<file path="config.mk">
export PLATFORM = sky130hd
export DESIGN_NAME = t16oc_top
export DESIGN_NICKNAME = d
export VERILOG_FILES = /design/src/inc/t16oc_pkg.sv /design/src/logic/t16oc_top.sv /design/src/logic/t16oc_ahb_slave.sv /design/src/logic/t16oc_channel.sv
export SDC_FILE = /design/constraint.sdc
export NUM_CORES = 1
export LEC_CHECK = 0
export BUFFER_PORTS_ARGS = -buffer_cell sky130_fd_sc_hd__clkbuf_2
export CORE_ASPECT_RATIO = 0.8
export CORE_MARGIN = 1
export CORE_UTILIZATION = 54
export DETAILED_ROUTE_END_ITERATION = 10
export HOLD_SLACK_MARGIN = 0.12
export PLACE_DENSITY_LB_ADDON = 0.3
export SLEW_MARGIN = 5
export SYNTH_ARGS = -nofsm -noshare
export SYNTH_HDL_FRONTEND = slang
export SYNTH_HIERARCHICAL = 1
export SYNTH_SLANG_ARGS = --single-unit
</file>
<file path="constraint.sdc">
create_clock -name hclk -period 3.12 [get_ports hclk]
set_clock_uncertainty 0.1 [all_clocks]
set_input_delay 0.624 -clock hclk [delete_from_list [all_inputs] [get_ports hclk]]
set_output_delay 0.624 -clock hclk [all_outputs]
set_load 0.05 [all_outputs]
</file>
<file path="src/inc/t16oc_pkg.sv">
// Shared constants, types and mode decoding for the timer output compare block
package t16oc_pkg;

  localparam logic [7:0] OFS_CTRL = 8'h00;
  localparam logic [7:0] OFS_FORCE = 8'h04;
  localparam logic [7:0] OFS_FLAGS = 8'h08;
  localparam logic [7:0] OFS_STATUS = 8'h0C;
  localparam logic [7:0] OFS_CMPA_LOW = 8'h10;
  localparam logic [7:0] OFS_CMPA_HIGH = 8'h14;
  localparam logic [7:0] OFS_CMPB_LOW = 8'h18;
  localparam logic [7:0] OFS_CMPB_HIGH = 8'h1C;

  localparam int CTRL_W = 12;
  localparam int CTRL_MODE_LSB = 0;
  localparam int CTRL_ACT_LSB = 4;
  localparam int CTRL_IRQEN_LSB = 8;
  localparam int CTRL_DIR_LSB = 10;
  localparam logic [CTRL_W-1:0] CTRL_RESET = 12'h000;
  localparam int STATUS_STATE_LSB = 2;

  localparam logic [3:0] MODE_NORMAL = 4'h0;
  localparam logic [3:0] MODE_CTC_A = 4'h4;
  localparam logic [3:0] MODE_CTC_CAP = 4'hC;
  localparam logic [3:0] MODE_RESERVED = 4'hD;

  localparam logic [1:0] ACT_NONE = 2'h0;
  localparam logic [1:0] ACT_TOGGLE = 2'h1;
  localparam logic [1:0] ACT_CLEAR = 2'h2;
  localparam logic [1:0] ACT_SET = 2'h3;

  typedef enum logic [1:0] {
    SL_IDLE = 2'b00,
    SL_WR = 2'b01,
    SL_RD_WAIT = 2'b11,
    SL_RD_DONE = 2'b10
  } t16oc_slave_state_t;

  // Twelve PWM modes: all but normal, the two clear-on-match modes and reserved
  function automatic logic is_pwm(input logic [3:0] mode);
    is_pwm = !(mode == MODE_NORMAL || mode == MODE_CTC_A || mode == MODE_CTC_CAP ||
               mode == MODE_RESERVED);
  endfunction : is_pwm

  // Fast PWM is single slope
  function automatic logic is_fast(input logic [3:0] mode);
    is_fast = (mode == 4'h5) || (mode == 4'h6) || (mode == 4'h7) || (mode == 4'hE) ||
              (mode == 4'hF);
  endfunction : is_fast

  // Buffered value moves at BOTTOM in fast and phase-frequency modes, else at TOP
  function automatic logic update_at_bottom(input logic [3:0] mode);
    update_at_bottom = is_fast(mode) || (mode == 4'h8) || (mode == 4'h9);
  endfunction : update_at_bottom

  // Modes in which channel A's compare value is the counter TOP
  function automatic logic top_is_a(input logic [3:0] mode);
    top_is_a = (mode == MODE_CTC_A) || (mode == 4'h9) || (mode == 4'hB) || (mode == 4'hF);
  endfunction : top_is_a

endpackage : t16oc_pkg

</file>
<file path="src/logic/t16oc_top.sv">
// Two-channel 16-bit timer output compare unit with AHB-Lite register access
`timescale 1ns/10ps
// Function
// - Each channel compares the whole 16-bit counter with its active compare value.
// - Enabled set flag requests an interrupt; servicing it clears the flag.
// - Writing one clears a flag; writing zero leaves it.
// - Channel A's compare value can serve as the counter TOP.
// - PWM modes buffer the compare value; normal and clear-on-match modes bypass.
// - Buffered value reaches the active register only at TOP or BOTTOM.
// - CPU accesses hit the buffer when buffering, else the active register.
// - Hardware never alters compare values; high byte reads bypass the latch.
// - High byte write fills shared latch; low byte write loads all sixteen bits.
// - Non-PWM force strobe updates output state only, no flag, no counter effect.
// - A counter write blocks every compare match in the next timer tick.
// - Writing counter equal to TOP loses that match; avoid such writes.
// - Output state keeps its value across waveform mode changes.
// - Output action bits are unbuffered; pin override changes immediately.
// - New action settings govern from the next match; force applies at once.
// - Reset clears each channel's output state to zero.
// - Nonzero action bits make the output state replace the port value.
// - Output state reaches the pin only when direction selects output.
// - Action zero leaves the output state unchanged on a match.
// - Action bits do not touch input capture logic.
// - Mode 0 normal, 4 and 12 clear-on-match; these bypass buffering.
module t16oc_top #(
  parameter int W = 16,
  parameter int NCH = 2
) (
  input wire logic hclk,
  input wire logic hresetn,
  input wire logic hsel,
  input wire logic [31:0] haddr,
  input wire logic [1:0] htrans,
  input wire logic hwrite,
  input wire logic [2:0] hsize,
  input wire logic [31:0] hwdata,
  input wire logic hready,
  output logic hreadyout,
  output logic hresp,
  output logic [31:0] hrdata,
  input wire logic [W-1:0] counter_value,
  input wire logic timer_tick,
  input wire logic counter_written,
  input wire logic counting_down,
  input wire logic at_top,
  input wire logic at_bottom,
  input wire logic [NCH-1:0] port_value,
  input wire logic [NCH-1:0] irq_ack,
  output logic [NCH-1:0] irq_req,
  output logic top_match_a,
  output logic [W-1:0] compare_top_a,
  output logic [NCH-1:0] pin_out,
  output logic [NCH-1:0] pin_oe
);

  logic [7:0] reg_addr;
  logic reg_wr;
  logic [31:0] reg_rdata;
  logic [t16oc_pkg::CTRL_W-1:0] ctrl;
  logic [7:0] high_latch;
  logic block_pend;
  logic match_blocked;
  logic [3:0] mode;
  logic pwm;
  logic [NCH-1:0] irq_en;
  logic [NCH-1:0] pin_dir;
  logic [NCH-1:0] force_match;
  logic [NCH-1:0] flag_clear;
  logic [NCH-1:0] load_en;
  logic [W-1:0] load_value;
  logic [NCH-1:0] match;
  logic [NCH-1:0] flag;
  logic [NCH-1:0] oc_state;
  logic [1:0] action [NCH];
  logic [W-1:0] cmp_active [NCH];
  logic [W-1:0] cmp_view [NCH];
  logic [NCH-1:0] next_pin_out;

  t16oc_ahb_slave u_slave (
    .hclk(hclk),
    .hresetn(hresetn),
    .hsel(hsel),
    .haddr(haddr),
    .htrans(htrans),
    .hwrite(hwrite),
    .hready(hready),
    .hreadyout(hreadyout),
    .hresp(hresp),
    .hrdata(hrdata),
    .reg_addr(reg_addr),
    .reg_wr(reg_wr),
    .reg_rdata(reg_rdata)
  );

  assign mode = ctrl[t16oc_pkg::CTRL_MODE_LSB +: 4];
  assign pwm = t16oc_pkg::is_pwm(mode);
  assign irq_en = ctrl[t16oc_pkg::CTRL_IRQEN_LSB +: NCH];
  assign pin_dir = ctrl[t16oc_pkg::CTRL_DIR_LSB +: NCH];

  // Write side strobes, one cycle each, in the data phase
  always_comb begin
    force_match = '0;
    flag_clear = '0;
    load_en = '0;
    if (reg_wr) begin
      unique case (reg_addr)
        t16oc_pkg::OFS_FORCE: force_match = hwdata[NCH-1:0];
        t16oc_pkg::OFS_FLAGS: flag_clear = hwdata[NCH-1:0];
        t16oc_pkg::OFS_CMPA_LOW: load_en[0] = 1'b1;
        t16oc_pkg::OFS_CMPB_LOW: load_en[1] = 1'b1;
        default: ;
      endcase
    end
  end

  // Low byte write takes the upper byte from the shared latch in the same cycle
  assign load_value = {high_latch, hwdata[7:0]};

  always_ff @(posedge hclk or negedge hresetn) begin
    if (!hresetn) begin
      high_latch <= 8'h00;
    end else if (reg_wr && (reg_addr == t16oc_pkg::OFS_CMPA_HIGH ||
                            reg_addr == t16oc_pkg::OFS_CMPB_HIGH)) begin
      high_latch <= hwdata[7:0];
    end
  end

  always_ff @(posedge hclk or negedge hresetn) begin
    if (!hresetn) begin
      ctrl <= t16oc_pkg::CTRL_RESET;
    end else if (reg_wr && reg_addr == t16oc_pkg::OFS_CTRL) begin
      ctrl <= hwdata[t16oc_pkg::CTRL_W-1:0];
    end
  end

  // Held until the next tick so a stopped timer still loses its next match;
  // the same blocking hides a TOP match when the counter is written to TOP
  always_ff @(posedge hclk or negedge hresetn) begin
    if (!hresetn) begin
      block_pend <= 1'b0;
    end else begin
      block_pend <= counter_written || (block_pend && !timer_tick);
    end
  end

  // A write in the tick's own cycle must block that tick as well
  assign match_blocked = block_pend || counter_written;

  genvar gi;
  generate
    for (gi = 0; gi < NCH; gi++) begin : g_ch
      // Action bits feed only this channel, never the capture path
      assign action[gi] = ctrl[t16oc_pkg::CTRL_ACT_LSB + 2*gi +: 2];
      t16oc_channel #(.W(W)) u_ch (
        .hclk(hclk),
        .hresetn(hresetn),
        .counter_value(counter_value),
        .timer_tick(timer_tick),
        .match_block(match_blocked),
        .mode(mode),
        .action(action[gi]),
        .force_match(force_match[gi]),
        .load_en(load_en[gi]),
        .load_value(load_value),
        .at_top(at_top),
        .at_bottom(at_bottom),
        .counting_down(counting_down),
        .flag_clear(flag_clear[gi]),
        .irq_ack(irq_ack[gi]),
        .irq_enable(irq_en[gi]),
        .compare_value(cmp_active[gi]),
        .cpu_view(cmp_view[gi]),
        .match(match[gi]),
        .flag(flag[gi]),
        .irq_req(irq_req[gi]),
        .oc_state(oc_state[gi])
      );
      // Zero action keeps the port's own value and leaves the state alone
      assign next_pin_out[gi] = (action[gi] != t16oc_pkg::ACT_NONE) ?
                                oc_state[gi] : port_value[gi];
    end
  endgenerate

  assign compare_top_a = cmp_active[0];
  assign top_match_a = match[0] && t16oc_pkg::top_is_a(mode) && !match_blocked;

  always_ff @(posedge hclk or negedge hresetn) begin
    if (!hresetn) begin
      pin_out <= '0;
      pin_oe <= '0;
    end else begin
      pin_out <= next_pin_out;
      pin_oe <= pin_dir;
    end
  end

  // High byte reads come straight from the register, not the latch
  always_comb begin
    reg_rdata = 32'h0000_0000;
    unique case (reg_addr)
      t16oc_pkg::OFS_CTRL: reg_rdata[t16oc_pkg::CTRL_W-1:0] = ctrl;
      t16oc_pkg::OFS_FLAGS: reg_rdata[NCH-1:0] = flag;
      t16oc_pkg::OFS_STATUS: begin
        reg_rdata[NCH-1:0] = match;
        reg_rdata[t16oc_pkg::STATUS_STATE_LSB +: NCH] = oc_state;
      end
      t16oc_pkg::OFS_CMPA_LOW: reg_rdata[7:0] = cmp_view[0][7:0];
      t16oc_pkg::OFS_CMPA_HIGH: reg_rdata[7:0] = cmp_view[0][15:8];
      t16oc_pkg::OFS_CMPB_LOW: reg_rdata[7:0] = cmp_view[1][7:0];
      t16oc_pkg::OFS_CMPB_HIGH: reg_rdata[7:0] = cmp_view[1][15:8];
      default: reg_rdata = 32'h0000_0000;
    endcase
  end
endmodule : t16oc_top

</file>
<file path="src/logic/t16oc_ahb_slave.sv">
// AHB-Lite slave front end: address phase capture, write strobe, one-wait read
`timescale 1ns/10ps
module t16oc_ahb_slave (
  input wire logic hclk,
  input wire logic hresetn,
  input wire logic hsel,
  input wire logic [31:0] haddr,
  input wire logic [1:0] htrans,
  input wire logic hwrite,
  input wire logic hready,
  output logic hreadyout,
  output logic hresp,
  output logic [31:0] hrdata,
  output logic [7:0] reg_addr,
  output logic reg_wr,
  input wire logic [31:0] reg_rdata
);

  t16oc_pkg::t16oc_slave_state_t state;

  always_ff @(posedge hclk or negedge hresetn) begin
    if (!hresetn) begin
      state <= t16oc_pkg::SL_IDLE;
      reg_addr <= 8'h00;
    end else if (hready) begin
      if (hsel && htrans[1]) begin
        state <= hwrite ? t16oc_pkg::SL_WR : t16oc_pkg::SL_RD_WAIT;
        reg_addr <= haddr[7:0];
      end else begin
        state <= t16oc_pkg::SL_IDLE;
      end
    end else if (state == t16oc_pkg::SL_RD_WAIT) begin
      state <= t16oc_pkg::SL_RD_DONE;
    end
  end

  // Wait state lets a write in the previous data phase land before read data is taken
  always_ff @(posedge hclk or negedge hresetn) begin
    if (!hresetn) begin
      hrdata <= 32'h0000_0000;
    end else if (state == t16oc_pkg::SL_RD_WAIT) begin
      hrdata <= reg_rdata;
    end
  end

  assign hreadyout = (state != t16oc_pkg::SL_RD_WAIT);
  assign hresp = 1'b0;
  assign reg_wr = (state == t16oc_pkg::SL_WR);

endmodule : t16oc_ahb_slave

</file>
<file path="src/logic/t16oc_channel.sv">
// One compare channel: comparator, double buffer, flag and output state
`timescale 1ns/10ps
module t16oc_channel #(
  parameter int W = 16
) (
  input wire logic hclk,
  input wire logic hresetn,
  input wire logic [W-1:0] counter_value,
  input wire logic timer_tick,
  input wire logic match_block,
  input wire logic [3:0] mode,
  input wire logic [1:0] action,
  input wire logic force_match,
  input wire logic load_en,
  input wire logic [W-1:0] load_value,
  input wire logic at_top,
  input wire logic at_bottom,
  input wire logic counting_down,
  input wire logic flag_clear,
  input wire logic irq_ack,
  input wire logic irq_enable,
  output logic [W-1:0] compare_value,
  output logic [W-1:0] cpu_view,
  output logic match,
  output logic flag,
  output logic irq_req,
  output logic oc_state
);

  logic [W-1:0] buffer_value;
  logic match_q;
  logic hit;
  logic pwm;
  logic upd_point;

  // Non-PWM: 1 toggles, 2 clears, 3 sets; PWM sense flips when counting down
  function automatic logic apply(input logic [1:0] act, input logic cur,
                                 input logic inv);
    logic r;
    r = cur;
    unique case (act)
      t16oc_pkg::ACT_NONE: r = cur;
      t16oc_pkg::ACT_TOGGLE: r = ~cur;
      t16oc_pkg::ACT_CLEAR: r = inv;
      t16oc_pkg::ACT_SET: r = ~inv;
    endcase
    apply = r;
  endfunction : apply

  assign pwm = t16oc_pkg::is_pwm(mode);
  assign upd_point = t16oc_pkg::update_at_bottom(mode) ? at_bottom : at_top;
  assign match = (counter_value == compare_value);
  assign hit = timer_tick && match_q;
  assign cpu_view = pwm ? buffer_value : compare_value;
  assign irq_req = flag && irq_enable;

  always_ff @(posedge hclk or negedge hresetn) begin
    if (!hresetn) begin
      buffer_value <= '0;
    end else if (load_en) begin
      buffer_value <= load_value;
    end
  end

  // Only CPU loads or the buffer transfer ever change the active value
  always_ff @(posedge hclk or negedge hresetn) begin
    if (!hresetn) begin
      compare_value <= '0;
    end else if (load_en && !pwm) begin
      compare_value <= load_value;
    end else if (pwm && timer_tick && upd_point) begin
      compare_value <= buffer_value;
    end
  end

  always_ff @(posedge hclk or negedge hresetn) begin
    if (!hresetn) begin
      match_q <= 1'b0;
    end else if (timer_tick) begin
      match_q <= match && !match_block;
    end
  end

  always_ff @(posedge hclk or negedge hresetn) begin
    if (!hresetn) begin
      flag <= 1'b0;
    end else begin
      flag <= (flag && !(flag_clear || irq_ack)) || hit;
    end
  end

  // No reset on mode change, so the state carries across modes
  always_ff @(posedge hclk or negedge hresetn) begin
    if (!hresetn) begin
      oc_state <= 1'b0;
    end else if (force_match && !pwm) begin
      oc_state <= apply(action, oc_state, 1'b0);
    end else if (hit) begin
      oc_state <= apply(action, oc_state, pwm && counting_down);
    end else if (pwm && t16oc_pkg::is_fast(mode) && timer_tick && at_bottom &&
                 action[1]) begin
      oc_state <= ~action[0];
    end
  end

endmodule : t16oc_channel

</file>
* Yosys cells after proc, flatten, opt, wreduce, memory -nomap -nowiden *
Cells that the tools add are included.

storage, ports and cells
  logic and storage cells = 154
  register bits = 117

operators by class
  mux-type cells = 34
  equal/unequal tests = 33
  bitwise logic cells = 5
  reductions and logical operators = 64

operator list
  cell                number
  $mux 16             6
  $eq 16x16->1        2
  $eq 8x5->1 const B  4
  $eq 4x4->1 const B  7
  $logic_and 1x1->1   26
  $pmux 4 s5          1
  $logic_or 1x1->1    19
  $mux 2              9
  $eq 4x3->1 const B  4
  $eq 8x4->1 const B  2
  $pmux 2 s7          1
  $pmux 1 s3          4
  $pmux 2 s6          1
  $mux 1              11
  $eq 2x2->1 const B  5
  $ne 2x2->1 const B  5
  $reduce_bool 2->1   5
  $eq 8x3->1 const B  1
  $logic_not 8->1     1
  $eq 2x1->1 const B  3
  $reduce_and 3->1    2
  $reduce_bool 3->1   2
  $logic_not 1->1     5
  $not 1->1           5
  4 further kinds     5

* Longest topological paths before layout *
  depth after elaboration = 12
  depth in mapped cells = 9
  depth with buffers taken out = 9

* Modules after synthesis *
Netlist, hierarchy kept.

modules (own cells, without submodules)
  module                         area each (µm²)  cells each  instances
  t16oc_channel at g_ch[1].u_ch  2145.8           192         1
  t16oc_channel at g_ch[0].u_ch  2138.3           192         1
  t16oc_ahb_slave                1704.1           95          1
  t16oc_top                      1564.0           135         1

* Least setup slack after synthesis *
OpenSTA, ideal clock, no wires.

  kind = reg2out
  start = register g_ch[0].u_ch.compare_value[11]
  end = output top_match_a
  slack = -196 ps
  data arrival time = 2592 ps
  path buffers = 0
  stages on the path, launching flop included = 6
  cell sequence = dfrtp_1 xnor2_1 nand4_1 nor4_1 inv_1 a211oi_1

between the ends
  cells in the longest elaborated chain, start to end = 3

ends and longest elaborated chain
  item                            line                 text
  from (decl)                     t16oc_channel.sv:22  output logic [W-1:0] compare_value,
  from (signal assigned)          t16oc_channel.sv:70  compare_value <= load_value;
  from (signal assigned)          t16oc_channel.sv:72  compare_value <= buffer_value;
  $eq 16x16->1                    t16oc_channel.sv:52  assign match = (counter_value == compare_value);
  named net match[0]              t16oc_top.sv:71      logic [NCH-1:0] match;
  $logic_and 1x1->1 (2 in a row)  t16oc_top.sv:185     assign top_match_a = match[0] && t16oc_pkg::top_is_a(mode) && !match_blocked;
  to (decl)                       t16oc_top.sv:50      output logic top_match_a,

The timed path passes the listed nets, and every way through them passes these cells.

* Worst setup path after layout *
  start = register g_ch[0].u_ch.compare_value[9]
  end = output top_match_a

Same word-level chain as after synthesis.

==> out/results.txt <==
proportion of layout cells with a drive suffix above 1: 0.448
Routed Antenna Nets: 0
Clock Sinks: 137
register area: 3430 sq um
Slew Limit Fails: 0
Leakage: 4.20 nW
Req. time, crit path: 2.40 ns
Filler cells: 1064
final WL: 19400 microns
area share of the largest cell type after synthesis: 0.454
clock-pin slew on the worst setup and hold paths: 0.06 ns
H-tree levels: 4
cell with the most instances after synthesis: dfrtp_1
hold wc startpoint: ctrl[11]$_DFFE_PN0P_
CTS root buffer: clkbuf_16
startpoint types: flip-flop
Synth Warn #: 6
CP top delay family: buffers and inverters
largest net degree at the start of global routing: 78
final setup fails: 0
crit end category: output pin
core area: 13600 sq um
initial antenna violation count: 0
global-route usage over all layers: 0.283
GP Congestion: 0.957
post-synth top area cell: dfrtp_1
clk buf depth: 2
first-pass GRT wire length: 30400 microns
overall power: 0.00792 W
Worst Hold Class: reg2reg
multi-input combinational cell area: 3920 sq um
mapped cell area: 7550 sq um
Pre-Repair DR Iteration Count: 5
Critical-path top delay cell: dfrtp_1
Starting Density: 0.555
TritonCTS clock tree: done
crit-path max cell delay: 0.45 ns
post-DP HPWL: 13800 microns
Seq cells post-synth: 137
EDFF count, synth: 0
final std cells w/o fill: 939
Area contributors post-synth: dfrtp_1 (45%), mux2_2 (11%), mux2_4 (5.8%)
CTS buffer count: 17
post-CTS setup repair buffer count: 0
synth cell count leaders: dfrtp_1 (137), mux2_2 (71), xnor2_1 (32)
vias in the first global route: 5515
Async SR Flop Fraction: 1.00
crit path max fanout: 4
total number of vias: 5526
Fmax: 336 MHz
Layout Utilization: 0.664
Via density: 5.88
Final min period: 2.97 ns
max cap viols: 0
Vert. Die Dim: 108 microns
Peak VDD IR: 0.550 mV
Seq/Total Area, Yosys: 0.454
Post-Place Cells: 906
Final Cycle Share: 0.953
io pins: 156
PortBufs: 106
Worst-Margin Slew: 0.758 ns
Synth cell types: 59
mean post-synth cell area: 12.3 sq um
cell chain of the critical path: xnor2_1 > nand4_1 > nor4_2 > buf_4 > inv_1 > a211oi_2 > buf_2
DRC: 0
site row count: 38
NumNets Final: 845
Setup TNS Final: 0 ns
die area: 14500 sq um
Initial DRC Count: 426
Fin. Hold Viols: 0
Bufs and invs on worst path: 3
Syn Inst Count: 614
Max-slew headroom: 0.490
Die Span X: 134 microns
RSZ-0062 raised after global routing: false
CP Class: reg2out
remaining global-route overflow: 0
Ant. Diodes: 0
outcome: complete, no violations
Syn-to-layout area delta: 19.5%
critical path arrival: 2.25 ns
Critical path origin: g_ch[0].u_ch/compare_value[9]$_DFFE_PN0P_
clock insertion delay at the later pin of the skew report: 0.42 ns
Synth Flop Type: dfrtp_1
drt wl/cell: 20.7 microns
RR Startpoint: ctrl[3]$_DFFE_PN0P_
PwrDens: 878 nW/um^2
[registers in the layout, summed over array words and instances (netlist names)]
name / flops
g_ch.u_ch/buffer_value: 32
g_ch.u_ch/compare_value: 32
u_slave/hrdata: 32
ctrl: 12
high_latch: 8
u_slave/reg_addr: 8
g_ch.u_ch/flag: 2
g_ch.u_ch/match_q: 2
g_ch.u_ch/oc_state: 2
pin_oe: 2
pin_out: 2
u_slave/state: 2
block_pend: 1
[worst paths after layout]
check / endpoint / slack, ns / cells past startpoint
max in group asynchronous: g_ch[1].u_ch/compare_value[3]$_DFFE_PN0P_ / 1.65 / 3
max reg2reg: u_slave/hrdata[5]$_DFFE_PN0N_ / 0.27 / 9
min in group asynchronous: u_slave/hrdata[18]$_DFFE_PN0N_ / 0.55 / 2
min reg2reg: pin_oe[1]$_DFF_PN0_ / 0.29 / 0
max: top_match_a / 0.15 / 7
min: pin_oe[1]$_DFF_PN0_ / 0.29 / 0
[where the power goes]
group	switching (W)	total, W	internal (W)
logic	0.00182	0.00305	0.00122
registers	0.000563	0.00278	0.00222
clock network	0.000737	0.00209	0.00136
[through the flow]
stage | setup slack, ns | hold slack [ns] | cell area (sq um)
3_3_place_gp | 0.221 | 0.272 | 8390
6_report | 0.147 | 0.286 | 9020
2_1_floorplan | 0.261 | 0.228 | 7630
3_5_place_dp | 0.232 | 0.276 | 8390
4_1_cts | 0.0382 | 0.288 | 9020
5_1_grt | 0.00781 | 0.299 | 9020
[per-layer routing]
metal,routed length [microns],vias to the layer above,part of all wire,global-route usage
li1,-,2501,-,-
met1,8570,2823,0.44,0.389
met2,9440,175,0.49,0.452
met3,1110,27,0.057,0.0626
met4,268,0,0.014,0.0787
met5,0,-,0,0
[placed cells by master (no fill, tap or decap), types with 5 or more instances in the layout]
cell       instances
dfrtp_1          137
clkbuf_2         104
mux2_2            71
xnor2_1           32
a21oi_1           31
mux2_4            29
o22ai_2           28
a21oi_2           28
mux2_1            25
nand2_1           22
conb_1            21
inv_1             18
buf_4             18
clkbuf_16         17
nor2_1            15
nand3_1           12
nand4_1           12
o21ai_0           12
mux2i_1           11
and3_1            10
o211ai_1           6
nor2b_1            5
clkbuf_8           5
clkinv_2           5
[cell families after synthesis]
group / Yosys count / synth area share
compound gates: 127 / 0.139
xor+xnor: 32 / 0.0371
buf+inv: 53 / 0.0404
flops: 137 / 0.454
mux: 140 / 0.227
other cells: 2 / 0.000994
simple gates: 123 / 0.102
[final cells by class]
type | count | share of cell area
flip-flops and latches | 137 | 0.380
inverters | 18 | 0.00749
multi-input cells | 443 | 0.435
clock inverters | 8 | 0.0128
well taps | 180 | 0.0250
repair buffers | 129 | 0.0844
clock buffers | 24 | 0.0556
[what timing repair did]
action | 4_1_cts | 5_1_grt
endpoints found under the hold margin | 30 | 0
endpoints found under the setup margin | 0 | 1
gates resized for setup | 0 | 2
hold buffers | 1 | 0
(Power assumes the default switching activity.)
